File: src/lusf_cfg.svh
// Purpose: offsets, field positions, reset values of the stream framer
// Assumes: 32-bit register words at byte addresses
// Notes: included by the framer and its testbench
`ifndef LUSF_CFG_SVH
`define LUSF_CFG_SVH
// ----------------------------------------------------------------
// register offsets
// ----------------------------------------------------------------
`define LUSF_ADDR_CTRL 8'h00
`define LUSF_ADDR_RATE 8'h04
`define LUSF_ADDR_PORT 8'h08
`define LUSF_ADDR_STAT 8'h0C
`define LUSF_ADDR_IP 8'h10
// ----------------------------------------------------------------
// control and rate fields
// ----------------------------------------------------------------
`define LUSF_CTRL_EN 0
`define LUSF_CTRL_LE 1
`define LUSF_CTRL_CK 2
`define LUSF_CTRL_CONT 4
`define LUSF_CTRL_SIZE 8
`define LUSF_RATE_SUB 8
// ----------------------------------------------------------------
// header fields, reset values and limits
// ----------------------------------------------------------------
`define LUSF_HDR_LEN 8
`define LUSF_HDR_CONT 12
`define LUSF_HDR_RATE 16
`define LUSF_HDR_OVL 24
`define LUSF_HDR_ERR 25
`define LUSF_HDR_LE 28
`define LUSF_HDR_CK 29
`define LUSF_PORT_RST 16'h0749
`define LUSF_MAX_RATE 5'h1F
`define LUSF_FULL_LEN 11'h400
`endif

File: src/lusf_pkg.sv
// Purpose: types of the stream framer
// Assumes: nothing
// Notes: constants live in lusf_cfg.svh
package lusf_pkg;
  typedef enum logic [1:0] {ST_IDLE, ST_HDR, ST_DATA, ST_WAIT} lusf_state_e;
  typedef struct packed {
    logic [31:0] x;
    logic [31:0] y;
    logic [31:0] r;
    logic [31:0] th;
  } lusf_sample_s;
  typedef struct packed {
    logic [7:0] data;
    logic first;
    logic last;
  } lusf_byte_s;
  typedef struct packed {
    logic in_ovld;
    logic sync_on;
    logic sync_ovld;
    logic out_ovld;
    logic pll_unlock;
    logic sync_oor;
  } lusf_status_s;
endpackage

File: src/lusf_framer.sv
// Purpose: builds stream packet payloads (header word plus sample bytes)
// Assumes: samples, status and byte sink share clk; ip/udp stack outside
// Notes: one byte per cycle, 40 MB/s peak
`timescale 1ns/10ps
`include "lusf_cfg.svh"
module lusf_framer
  import lusf_pkg::*;
(
  input wire logic clk,
  input wire logic rst_b,
  input wire logic [7:0] reg_addr,
  input wire logic [31:0] reg_wdata,
  input wire logic reg_wr,
  input wire logic reg_rd,
  output logic [31:0] reg_rdata,
  input wire logic [31:0] cmd_src_ip,
  input wire logic sample_valid,
  output logic sample_ready,
  input wire lusf_sample_s sample,
  input wire lusf_status_s status,
  output logic out_valid,
  input wire logic out_ready,
  output lusf_byte_s out_byte,
  output logic [31:0] dest_ip,
  output logic [15:0] dest_port
);
  // ----------------------------------------------------------------
  // helpers
  // ----------------------------------------------------------------
  function automatic logic [31:0] comp_word(lusf_sample_s s,
                                            logic [1:0] cont,
                                            logic [1:0] ci);
    logic [31:0] w;
    w = s.x;
    unique case (cont)
      2'h0: w = s.x;
      2'h1: w = ci[0] ? s.y : s.x;
      2'h2: w = ci[0] ? s.th : s.r;
      2'h3: w = ci[1] ? (ci[0] ? s.th : s.r) : (ci[0] ? s.y : s.x);
    endcase
    return w;
  endfunction

  // byte k in emission order of a component of 2 or 4 bytes
  function automatic logic [7:0] pick_byte(logic [31:0] w, logic is_int,
                                           logic le, logic [1:0] k);
    logic [1:0] top;
    logic [1:0] sel;
    top = is_int ? 2'h1 : 2'h3;
    sel = le ? k : 2'(top - k);
    return w[8*sel +: 8];
  endfunction

  // ----------------------------------------------------------------
  // registers
  // ----------------------------------------------------------------
  logic [31:0] ctrl_r, ctrl_nxt;
  logic [31:0] rate_r, rate_nxt;
  logic [15:0] port_r, port_nxt;
  logic [31:0] ip_r, ip_nxt;
  logic [31:0] rdata_nxt;
  logic busy;
  logic [7:0] pcnt_r;
  logic stream_start_cmd;
  logic [4:0] sub_exp;
  logic [5:0] rate_sum;
  logic [4:0] eff_rate;

  assign stream_start_cmd = reg_wr && reg_addr == `LUSF_ADDR_CTRL &&
                            reg_wdata[`LUSF_CTRL_EN] &&
                            !ctrl_r[`LUSF_CTRL_EN];
  assign sub_exp = rate_r[`LUSF_RATE_SUB +: 5];
  assign rate_sum = {1'b0, rate_r[4:0]} + {1'b0, sub_exp};
  assign eff_rate = rate_sum[5] ? `LUSF_MAX_RATE : rate_sum[4:0];

  always_comb
  begin
    ctrl_nxt = ctrl_r;
    rate_nxt = rate_r;
    port_nxt = port_r;
    ip_nxt = ip_r;
    rdata_nxt = 32'h0000_0000;
    if (reg_wr)
    begin
      unique case (reg_addr)
        `LUSF_ADDR_CTRL: ctrl_nxt = reg_wdata & 32'h0000_0377;
        `LUSF_ADDR_RATE: rate_nxt = reg_wdata & 32'h0000_1F1F;
        `LUSF_ADDR_PORT: port_nxt = reg_wdata[15:0];
        default: ;
      endcase
    end
    if (stream_start_cmd)
      ip_nxt = cmd_src_ip;
    if (reg_rd)
    begin
      unique case (reg_addr)
        `LUSF_ADDR_CTRL: rdata_nxt = ctrl_r;
        `LUSF_ADDR_RATE: rdata_nxt = rate_r;
        `LUSF_ADDR_PORT: rdata_nxt = {16'h0000, port_r};
        `LUSF_ADDR_STAT: rdata_nxt = {15'h0000, busy, 3'h0, eff_rate,
                                      pcnt_r};
        `LUSF_ADDR_IP: rdata_nxt = ip_r;
        default: rdata_nxt = 32'h0000_0000;
      endcase
    end
  end

  always_ff @(posedge clk or negedge rst_b)
  begin
    if (!rst_b)
    begin
      ctrl_r <= 32'h0000_0000;
      rate_r <= 32'h0000_0000;
      port_r <= `LUSF_PORT_RST;
      ip_r <= 32'h0000_0000;
      reg_rdata <= 32'h0000_0000;
    end
    else
    begin
      ctrl_r <= ctrl_nxt;
      rate_r <= rate_nxt;
      port_r <= port_nxt;
      ip_r <= ip_nxt;
      reg_rdata <= rdata_nxt;
    end
  end

  assign dest_ip = ip_r;
  assign dest_port = port_r;

  // ----------------------------------------------------------------
  // framing engine
  // ----------------------------------------------------------------
  lusf_state_e st_r, st_nxt;
  lusf_sample_s smp_r, smp_nxt;
  logic [31:0] hdr_r, hdr_nxt;
  logic [7:0] pcnt_nxt;
  logic [1:0] hb_r, hb_nxt;
  logic [1:0] ci_r, ci_nxt;
  logic [1:0] bi_r, bi_nxt;
  logic [10:0] bc_r, bc_nxt;
  logic [31:0] sub_r, sub_nxt;
  logic ov_r, ov_nxt;
  lusf_byte_s ob_r, ob_nxt;
  logic keep, need, take, adv;
  logic is_int, le;
  logic [1:0] cont, nc_m1, bpc_m1;
  logic [10:0] size_m1;
  logic [31:0] sub_mask;
  logic ovl, err;

  assign cont = hdr_r[`LUSF_HDR_CONT +: 2];
  assign is_int = hdr_r[`LUSF_HDR_CONT + 2];
  assign le = hdr_r[`LUSF_HDR_LE];
  assign nc_m1 = (cont == 2'h3) ? 2'h3 : ((cont == 2'h0) ? 2'h0 : 2'h1);
  assign bpc_m1 = is_int ? 2'h1 : 2'h3;
  assign size_m1 = 11'((`LUSF_FULL_LEN >> hdr_r[`LUSF_HDR_LEN +: 2]) - 1);
  assign sub_mask = 32'((64'h1 << sub_exp) - 64'h1);
  assign keep = (sub_r & sub_mask) == 32'h0000_0000;
  assign need = (st_r == ST_IDLE && ctrl_r[`LUSF_CTRL_EN]) ||
                st_r == ST_WAIT;
  assign sample_ready = !keep || need;
  assign take = sample_valid && sample_ready && keep;
  assign adv = !ov_r || out_ready;
  assign busy = st_r != ST_IDLE;
  assign ovl = status.in_ovld || (status.sync_on && status.sync_ovld) ||
               (ctrl_r[`LUSF_CTRL_CONT + 2] && status.out_ovld);
  assign err = status.pll_unlock || status.sync_oor;

  always_comb
  begin
    st_nxt = st_r;
    smp_nxt = smp_r;
    hdr_nxt = hdr_r;
    pcnt_nxt = pcnt_r;
    hb_nxt = hb_r;
    ci_nxt = ci_r;
    bi_nxt = bi_r;
    bc_nxt = bc_r;
    ob_nxt = ob_r;
    ov_nxt = ov_r && !out_ready;
    sub_nxt = sub_r;
    if (sample_valid && sample_ready)
      sub_nxt = (sub_r + 32'h0000_0001) & sub_mask;
    unique case (st_r)
      ST_IDLE:
        if (take)
        begin
          smp_nxt = sample;
          hdr_nxt = 32'h0000_0000;
          hdr_nxt[7:0] = pcnt_r;
          hdr_nxt[`LUSF_HDR_LEN +: 4] =
            {2'h0, ctrl_r[`LUSF_CTRL_SIZE +: 2]};
          hdr_nxt[`LUSF_HDR_CONT +: 4] =
            {1'b0, ctrl_r[`LUSF_CTRL_CONT +: 3]};
          hdr_nxt[`LUSF_HDR_RATE +: 8] = {3'h0, eff_rate};
          hdr_nxt[`LUSF_HDR_OVL] = ovl;
          hdr_nxt[`LUSF_HDR_ERR] = err;
          hdr_nxt[`LUSF_HDR_LE] = ctrl_r[`LUSF_CTRL_LE];
          hdr_nxt[`LUSF_HDR_CK] = ctrl_r[`LUSF_CTRL_CK];
          hb_nxt = 2'h0;
          st_nxt = ST_HDR;
        end
      ST_HDR:
        if (adv)
        begin
          ov_nxt = 1'b1;
          ob_nxt.data = hdr_r[8*(2'h3 - hb_r) +: 8];
          ob_nxt.first = hb_r == 2'h0;
          ob_nxt.last = 1'b0;
          hb_nxt = 2'(hb_r + 2'h1);
          if (hb_r == 2'h3)
          begin
            ci_nxt = 2'h0;
            bi_nxt = 2'h0;
            bc_nxt = 11'h000;
            st_nxt = ST_DATA;
          end
        end
      ST_DATA:
        if (adv)
        begin
          ov_nxt = 1'b1;
          ob_nxt.data = pick_byte(comp_word(smp_r, cont, ci_r), is_int,
                                  le, bi_r);
          ob_nxt.first = 1'b0;
          ob_nxt.last = bc_r == size_m1;
          bc_nxt = 11'(bc_r + 11'h001);
          bi_nxt = 2'(bi_r + 2'h1);
          if (bi_r == bpc_m1)
          begin
            bi_nxt = 2'h0;
            ci_nxt = 2'(ci_r + 2'h1);
            if (ci_r == nc_m1)
            begin
              ci_nxt = 2'h0;
              if (bc_r == size_m1)
              begin
                pcnt_nxt = 8'(pcnt_r + 8'h01);
                st_nxt = ST_IDLE;
              end
              else
                st_nxt = ST_WAIT;
            end
          end
        end
      ST_WAIT:
        if (take)
        begin
          smp_nxt = sample;
          st_nxt = ST_DATA;
        end
    endcase
  end

  always_ff @(posedge clk or negedge rst_b)
  begin
    if (!rst_b)
    begin
      st_r <= ST_IDLE;
      smp_r <= '0;
      hdr_r <= 32'h0000_0000;
      pcnt_r <= 8'h00;
      hb_r <= 2'h0;
      ci_r <= 2'h0;
      bi_r <= 2'h0;
      bc_r <= 11'h000;
      sub_r <= 32'h0000_0000;
      ov_r <= 1'b0;
      ob_r <= '0;
    end
    else
    begin
      st_r <= st_nxt;
      smp_r <= smp_nxt;
      hdr_r <= hdr_nxt;
      pcnt_r <= pcnt_nxt;
      hb_r <= hb_nxt;
      ci_r <= ci_nxt;
      bi_r <= bi_nxt;
      bc_r <= bc_nxt;
      sub_r <= sub_nxt;
      ov_r <= ov_nxt;
      ob_r <= ob_nxt;
    end
  end

  assign out_valid = ov_r;
  assign out_byte = ob_r;
endmodule

File: config.mk
export PLATFORM = sky130hd
export DESIGN_NAME = lusf_framer
export DESIGN_NICKNAME = d
export VERILOG_FILES = /design/src/lusf_pkg.sv /design/src/lusf_framer.sv
export VERILOG_INCLUDE_DIRS = /design/src
export SDC_FILE = /design/constraint.sdc
export NUM_CORES = 1
export LEC_CHECK = 0
export BUFFER_PORTS_ARGS = -buffer_cell sky130_fd_sc_hd__buf_2
export CAP_MARGIN = 20
export CORE_ASPECT_RATIO = 0.8
export CORE_MARGIN = 4
export CORE_UTILIZATION = 47
export CTS_BUF_LIST = sky130_fd_sc_hd__clkbuf_8
export DETAILED_ROUTE_END_ITERATION = 8
export GPL_TIMING_DRIVEN = 0
export PLACE_DENSITY = 0.71
export SKIP_CTS_REPAIR_TIMING = 1
export SLEW_MARGIN = 0
export SYNTH_ARGS = -nofsm -noshare
export SYNTH_HDL_FRONTEND = slang
export SYNTH_SLANG_ARGS = --single-unit
File: constraint.sdc
create_clock -name clk -period 9.15 [get_ports clk]
set_input_delay 0.915 -clock clk [delete_from_list [all_inputs] [get_ports clk]]
set_output_delay 0.915 -clock clk [all_outputs]
set_load 0.005 [all_outputs]
# After elaboration in Yosys (flattened, before gate mapping)
# Cells that the tools add are included.
# Widths: inputs -> output; s select.
[classes]
n_mux = 43
n_addsub = 11
n_eq_ne = 21
n_shift = 4
n_bitwise = 2
reduce_logical = 40
[ops]
columns = ["operator", "n"]
rows = [
  ["$mux 32", 6],
  ["$pmux 32 s5", 1],
  ["$pmux 32 s4", 1],
  ["$and 32x32->32", 2],
  ["$mux 2", 20],
  ["$mux 11", 3],
  ["$shiftx 32x33->8", 1],
  ["$add 32x1->32 const B", 1],
  ["$logic_not 32->1", 1],
  ["$shiftx 32x6->8", 1],
  ["$shl 1x5->32 const A", 1],
  ["$sub 32x1->32 const B", 1],
  ["$pmux 11 s2", 1],
  ["$mux 10", 2],
  ["$pmux 10 s2", 1],
  ["$eq 8x4->1 const B", 2],
  ["$ne 2x2->1 const B", 7],
  ["$pmux 2 s2", 3],
  ["$add 11x1->11 const B", 1],
  ["$eq 11x11->1", 1],
  ["$shr 11x2->11 const A", 1],
  ["$sub 11x1->11 const B", 1],
  ["$eq 2x2->1 const B", 5],
  ["$reduce_and 2->1", 5],
  ["other kinds (23)", 52],
]
[word_totals]
out_inout_bits = 92
ff_bits = 318
input_bits = 212

# Longest topological paths before layout
# Gate-level depths: netlist of the first run.
[depth]
word_depth = 10
depth_mapped = 17

# Least setup slack after synthesis of the first run
# No wires, ideal clock.
[synth_path]
kind = "register -> register"
from = "reg rate_r[11]"
to = "reg smp_r[21] (netlist bit)"
arrival_time_ns = 3.898
path_slack_ns = 5.127
setup_time_ns = 0.125
required_ns = 9.025
path_buffers = 5
stages_incl_launch_ff = 17
cell_sequence = "dfrtp_1 buf_2 or4_4 or2_1 ha_1 buf_2 buf_1 nor3b_1 a31oi_1 o221ai_1 a2111oi_0 o2111a_1 nand3_2 nor2_1 buf_4 buf_6 mux2_2"
[synth_via]
elab_chain_cells = 9
[synth_rtl]
columns = ["element", "line_no", "source"]
rows = [
  ["start: declaration", "lusf_framer.sv:58", "logic [31:0] rate_r, rate_nxt;"],
  ["start signal: assignment", "lusf_framer.sv:121", "rate_r <= rate_nxt;"],
  ["$shl 1x5->32 *", "lusf_framer.sv:158", "assign sub_mask = 32'((64'h1 << sub_exp) - 64'h1);"],
  ["$sub 32x1->32 *", "lusf_framer.sv:158", ""],
  ["$and 32x32->32 *", "lusf_framer.sv:159", "assign keep = (sub_r & sub_mask) == 32'h0000_0000;"],
  ["$logic_not 32->1 *", "lusf_framer.sv:159", ""],
  ["$logic_not 1->1", "lusf_framer.sv:162", "assign sample_ready = !keep || need;"],
  ["$logic_or 1x1->1", "lusf_framer.sv:162", ""],
  ["$logic_and 1x1->1", "lusf_framer.sv:163", "assign take = sample_valid && sample_ready && keep;"],
  ["$logic_and 1x1->1 *", "lusf_framer.sv:163", ""],
  ["$reduce_and 2->1 (no line) *", "-", ""],
  ["end signal: assignment", "lusf_framer.sv:275", "smp_r <= smp_nxt;"],
  ["end: declaration", "lusf_framer.sv:135", "lusf_sample_s smp_r, smp_nxt;"],
]
# Mark *: on every way between the ends. The rest lies on a longest branch, timed or not.
# A chain may end at the register's enable or synchronous reset.

# Final worst setup path of the first run
[layout_path]
from = "reg rate_r[11]"
to = "out sample_ready"
[layout_via]
elab_chain_cells = 6
[layout_rtl]
columns = ["element", "line_no", "source"]
rows = [
  ["$shl 1x5->32", "lusf_framer.sv:158", ""],
  ["$sub 32x1->32", "lusf_framer.sv:158", ""],
  ["$and 32x32->32", "lusf_framer.sv:159", ""],
  ["$logic_not 32->1", "lusf_framer.sv:159", ""],
  ["$logic_not 1->1", "lusf_framer.sv:162", ""],
  ["$logic_or 1x1->1", "lusf_framer.sv:162", ""],
  ["end: declaration", "lusf_framer.sv:18", "output logic sample_ready,"],
]
# No other way between the ends.

==> results of run 1 <==
## layout make-up
class / count / area [sq um] / area share (%)
multi-input cells: 896 / 7110 / 38.1
clock inverters: 26 / 140 / 0.751
repair buffers: 289 / 1500 / 8.05
inverters: 32 / 120 / 0.644
well taps: 427 / 534 / 2.86
flip-flops and latches: 317 / 7940 / 42.6
plain buffers: 87 / 435 / 2.33
clock buffers: 63 / 867 / 4.65
diodes: 4 / 10.0 / 0.0536
## cells by family after synthesis
| family | count (synthesis) | share of synthesized area [%] |
|---|---|---|
| compound gates | 252 | 10.3 |
| xor+xnor | 20 | 1.12 |
| fa+ha+maj | 16 | 1.33 |
| buf+inv | 119 | 3.56 |
| flops | 317 | 50.9 |
| mux | 275 | 21.7 |
| simple gates | 333 | 11.0 |
## flip-flops by register name, summed over array words and instances (netlist names), 2 cells and up
name and count:
sub_r 31, dest_port 16, ci_r 2, pcnt_r 8
st_r 2, reg_rdata 32, bc_r 11, hdr_r 22
smp_r 128, bi_r 2, out_byte 10, rate_r 10
dest_ip 32, hb_r 2, ctrl_r 8
## worst max path at each step
stage                                      start                 endpoint  slack, ps  cells after the start
after floorplan           rate_r[11]$_DFFE_PN0P_    smp_r[21]$_DFFE_PN0P_       5130                     16
after global placement                     rst_b  reg_rdata[23]$_DFF_PN0_       1200                      1
after detailed placement  rate_r[11]$_DFFE_PN0P_    sub_r[20]$_DFFE_PN0N_       4040                     16
after CTS                 rate_r[11]$_DFFE_PN0P_             sample_ready       3470                     13
after global routing      rate_r[12]$_DFFE_PN0P_             sample_ready       3190                     13
final                     rate_r[11]$_DFFE_PN0P_             sample_ready       3430                     13
## critical path, cell delays in order, from the launching register on
cell      delay (ps)
dfrtp_1          430
buf_2            200
or4_4            570
or2_1            280
ha_1             190
buf_2            170
buf_1            270
nand2_1          160
o21ai_0          110
a311oi_1         720
o22ai_1          290
nor4_4           450
nand3_1          210
buf_2            170
## power breakdown
group	internal (mW)	total (mW)	switching, mW
Clock	0.645	1.20	0.557
Combinational	0.828	1.72	0.894
Sequential	1.77	1.98	0.208
Total	3.25	4.91	1.66
## cell usage after synthesis, types with 6 or more instances
| master | n | area share, % |
|---|---|---|
| clkbuf_1 | 50 | 1.2 |
| nand3_1 | 38 | 1.2 |
| or4_1 | 6 | 0.29 |
| a31oi_1 | 14 | 0.56 |
| buf_6 | 10 | 0.72 |
| buf_2 | 12 | 0.39 |
| nand3b_1 | 7 | 0.34 |
| a21oi_1 | 70 | 2.2 |
| mux4_2 | 28 | 4.0 |
| nand4_1 | 18 | 0.72 |
| or3_1 | 8 | 0.32 |
| mux2i_1 | 21 | 1.3 |
| nand2_1 | 85 | 2.0 |
| xor2_1 | 10 | 0.56 |
| xnor2_1 | 10 | 0.56 |
| dfstp_2 | 6 | 1.0 |
| a222oi_1 | 9 | 0.58 |
| inv_1 | 31 | 0.75 |
| a22oi_1 | 8 | 0.39 |
| ha_1 | 15 | 1.2 |
| a21o_1 | 11 | 0.53 |
| and2_1 | 12 | 0.48 |
| buf_1 | 10 | 0.24 |
| or2_2 | 7 | 0.28 |
| nor2b_1 | 9 | 0.36 |
| dfrtp_1 | 311 | 50 |
| nor2_1 | 69 | 1.7 |
| o22ai_1 | 8 | 0.32 |
| and3_1 | 27 | 1.1 |
| nand2b_1 | 11 | 0.44 |
| mux2_1 | 19 | 1.4 |
| o21ai_0 | 63 | 2.0 |
| nor3_1 | 11 | 0.35 |
| a211oi_1 | 7 | 0.34 |
| o211ai_1 | 10 | 0.48 |
| o221ai_1 | 8 | 0.45 |
| mux2_2 | 207 | 15 |
## layer usage
layer | vias to the layer above | wire length [microns] | part of all wire [%]
met4 | 6 | 977 | 2.2
met5 | - | 27 | 0.060
met2 | 488 | 20700 | 46
met3 | 85 | 3230 | 7.1
li1 | 5604 | - | -
met1 | 6248 | 20400 | 45
## through the flow
stage,hold slack (ps),util (%),cells,total power [mW],area (sq um)
3_5_place_dp,472,54.1,2048,3.72,17600
2_1_floorplan,445,-,1332,3.13,15600
6_report,299,57.2,2141,4.91,18700
5_1_grt,326,57.2,2139,5.19,18700
4_1_cts,308,57.2,2137,4.93,18600
3_3_place_gp,464,53.8,2046,3.65,17600
==> results.cfg, run 1 <==
[route]
postRouteAntennaNets = 0
drt-pass1-iter-count = 5
routed_via_density = 5.81
drc = 0
wl_microns = 45400
drtIter0Drc = 1018
wl_per_cell_microns = 21.2
via_count = 12400

[place]
post-place-ws_ps = 4040
io_buffers = 287
gp_congestion = 0.910
hpwl_microns = 34100

[synth]
synth_cell_types = 76
synth_seq_cells = 317
ys.flop_type = dfrtp_1
syn_inst = 1332
synth_edf_count = 0
synthArstFlopShare_pct = 100
yosys_warnings = 0
syn_nets = 1560
syn-cell-area_sq_um = 15600
ys_seq_area_share_pct = 50.9
avgSynthCellArea_sq_um = 11.7

[grt]
grt_util_all_layers_pct = 24.3
grt_busiest_layer = met2
use_met3_pct = 4.47
grt_pass1_vias = 12300
grt_max_degree = 124
gr-usage-met1_pct = 36.1
grt_use_met2_pct = 37.4
overflow = 0
grt_pass1_wl_microns = 69600
grt_antenna_before_repair = 5

[clock_network]
clk_pin_slew_ps = 60
ctsLongestPathBuffers = 3
clock_insertion_delay_worst_skew_ps = 590
clock-sinks = 317
ctsHtreeMaxLevel = 2
cts_made_buffers = 51
cts_root_buffer = clkbuf_8
cts_tree = built

[die]
die_area_sq_um = 36200
io_pins = 304
fp.dieW_microns = 212
core_area_sq_um = 32600
start_util_pct = 47.8
rows = 59
chipHeight_microns = 171

[power]
power_density_nw_per_um2 = 263
ir_drop_mv = 0.165
p_leak_nw = 8.90

[finish]
area_growth_pct = 19.6
n_fill_cell = 2805
fin_nets = 1902
drive_gt1_share_pct = 37.5
layout_common_cells = dfrtp_1 (311), buf_2 (298), mux2_2 (207)
mostFrequentLayoutCell = dfrtp_1

[timing]
worst_slew_pin_slew_ps = 1040
fmax_mhz = 175
post-route-min-period_ps = 5720
finalSetupViolations = 0
rsz0062_at_grt = no
hold_violations = 0
slew_viol_final = 0
fin_tns_setup_ps = 0
fin_crit_sh_pct = 62.5
relSlewSlack_pct = 30.0
worst_clock_skew_ps = 25.9
fin_ws_ps = 3430

[setup_path]
crit_type = register to primary output
worstReg2RegEnd = sub_r[20]$_DFFE_PN0N_
cp-end-kind = primary output
reg2reg_slack_ps = 3880
crit_path_start_kind = register
critical_path.max_fanout = 10
crit-reg2reg-launch = rate_r[11]$_DFFE_PN0P_
cp.arrival_ps = 4800
required_ps = 8240
reg2regPathDepth = 16

[min_path]
hp-class = primary input to asynchronous set/reset pin

[outcome]
status = completed

[run]
cap_violations = 0
Power figures use the tool's default switching activity.
==> inputs of run 2 (changes only) <==
--- a/config.mk
+++ b/config.mk
@@ -14,7 +14,7 @@
 export CTS_BUF_LIST = sky130_fd_sc_hd__clkbuf_8
 export DETAILED_ROUTE_END_ITERATION = 8
 export GPL_TIMING_DRIVEN = 0
-export PLACE_DENSITY = 0.71
+export PLACE_DENSITY = 0.73
 export SKIP_CTS_REPAIR_TIMING = 1
 export SLEW_MARGIN = 0
 export SYNTH_ARGS = -nofsm -noshare
==> constraint.sdc (replaced) <==
create_clock -name clk -period 4.63 [get_ports clk]
set_input_delay 0.463 -clock clk [delete_from_list [all_inputs] [get_ports clk]]
set_output_delay 0.463 -clock clk [all_outputs]
set_load 0.005 [all_outputs]
==> results.cfg, run 2 (synthesized netlist as in run 1, its figures left out) <==
[clock_network]
clock_insertion_delay_worst_skew_ps = 620
cts_made_buffers = 51
ctsLongestPathBuffers = 3
cts_root_buffer = clkbuf_8
clock-sinks = 317
cts_tree = built
clk_pin_slew_ps = 70
ctsHtreeMaxLevel = 2

[power]
power_density_nw_per_um2 = 519
p_leak_nw = 8.98
ir_drop_mv = 0.275

[grt]
grt_util_all_layers_pct = 24.4
grt_pass1_vias = 12600
grt_pass1_wl_microns = 69900
grt_max_degree = 99
grt_antenna_before_repair = 1
overflow = 0

[die]
rows = 59
fp.dieW_microns = 212
start_util_pct = 47.8
chipHeight_microns = 171
core_area_sq_um = 32600
io_pins = 304
die_area_sq_um = 36200

[setup_path]
cp_top_family = compound AO/OA/AOI/OAI gates
cp_cell_sequence = buf_4 > or4_4 > or2_4 > ha_2 > xor2_1 > a2bb2oi_1 > o221ai_1 > a2111oi_1 > o2111a_2 > nand3_2 > buf_2
cp-end-kind = primary output
crit-reg2reg-launch = rate_r[9]$_DFFE_PN0P_
timing.critical_path.buf_inv = 2
critical_path.max_fanout = 9
cp.arrival_ps = 4000
required_ps = 4170
path_depth = 11
crit_type = register to primary output
crit_path_start_kind = register
worstReg2RegEnd = smp_r[121]$_DFFE_PN0P_
reg2regPathDepth = 14
reg2reg_slack_ps = 220
crit_path_max_incr_delay_ps = 580
cp_slowest_cell = or4_4

[outcome]
status = completed

[place]
gp_congestion = 0.944
hpwl_microns = 34300
post-place-ws_ps = -359
dpl.cell_count = 2050
io_buffers = 287

[timing]
worst_clock_skew_ps = 32.3
fin_crit_sh_pct = 96.4
fmax_mhz = 224
fin_tns_setup_ps = 0
relSlewSlack_pct = 26.5
finalSetupViolations = 0
post-route-min-period_ps = 4460
slew_viol_final = 0
fin_ws_ps = 167
rsz0062_at_grt = no
hold_violations = 0
fin_hold_ws_ps = 79.1
worst_slew_pin_slew_ps = 1090

[finish]
drive_gt1_share_pct = 38.4
regMostFlops = smp_r
fin_nets = 1909
fin_cells = 2152
mostFrequentLayoutCell = dfrtp_1
layout_common_cells = dfrtp_1 (311), buf_2 (298), mux2_2 (207)
area_growth_pct = 20.5
largest_register_ffs = 128

[route]
routed_via_density = 5.85
wl_per_cell_microns = 21.2
highest-signal-layer = met4
wl_microns = 45600
drt-pass1-iter-count = 8
postRouteAntennaNets = 0
dr_wl_met2_microns = 20900
drc = 0
wl_met3_microns = 3250
via_count = 12600
drtIter0Drc = 1113
wl_met1_microns = 20200

[run]
cap_violations = 0

[min_path]
hold_start = cmd_src_ip[21]
hp-class = primary input to register
min_to = dest_ip[21]$_DFFE_PN0P_
min_path_cells = 2
-- run 2: cell count changes in the layout (fill, tap and decap cells not counted), sizes merged --
cell	before	now
inv	52	56
clkbuf	113	115
bufinv	1	0
clkinv	5	3
buf	326	332
dlygate4sd3	0	1
diode	4	3
clkinvlp	0	2
-- run 2: layer usage --
metal	global-route usage, %	vias up
met5	0	-
met4	7.22	0
met3	4.69	91
met2	37.8	464
met1	35.3	6415
li1	-	5622
-- run 2: how the worst max path moves through the flow --
stage                      startpoint                     to  slack [ps]
2_1_floorplan  rate_r[11]$_DFFE_PN0P_  smp_r[21]$_DFFE_PN0P_         610
3_3_place_gp                    rst_b  smp_r[28]$_DFFE_PN0P_       -2850
3_5_place_dp   rate_r[11]$_DFFE_PN0P_  sub_r[20]$_DFFE_PN0N_        -360
4_1_cts        rate_r[11]$_DFFE_PN0P_           sample_ready        -480
5_1_grt        rate_r[10]$_DFFE_PN0P_           sample_ready          20
6_report        rate_r[9]$_DFFE_PN0P_           sample_ready         170
-- run 2: worst register-to-register path, cell delays in order, from the launching register on --
cell	delay (ps)
dfrtp_1	390
buf_4	180
or4_4	580
or2_4	270
ha_2	240
xor2_1	180
a2bb2oi_1	360
o221ai_1	180
a2111oi_1	350
o2111a_2	370
nand3_2	160
nor2_1	180
buf_4	240
buf_4	240
mux2_2	360
-- run 2: area by class of cell --
cell class	count	area (sq um)
fill	2767	13800
sequential	317	7940
multi-input combinational	896	7130
timing repair buffer	297	1580
clock buffer	65	895
tap	427	534
buffer	86	448
clock inverter	29	131
inverter	32	120
antenna	3	7.51
-- run 2: where the power goes --
group	leakage (nW)	total, mW	switching (mW)	internal [mW]
Clock	0.611	2.40	1.14	1.26
Combinational	4.27	3.43	1.78	1.65
Sequential	4.10	3.91	0.404	3.51
-- run 2: stage by stage --
step	area [sq um]	total power [mW]	utilization, %
2_1_floorplan	15600	6.18	-
3_3_place_gp	17600	7.18	53.8
3_5_place_dp	17700	7.32	54.1
4_1_cts	18700	9.74	57.3
5_1_grt	18800	10.3	57.6
6_report	18800	9.74	57.6
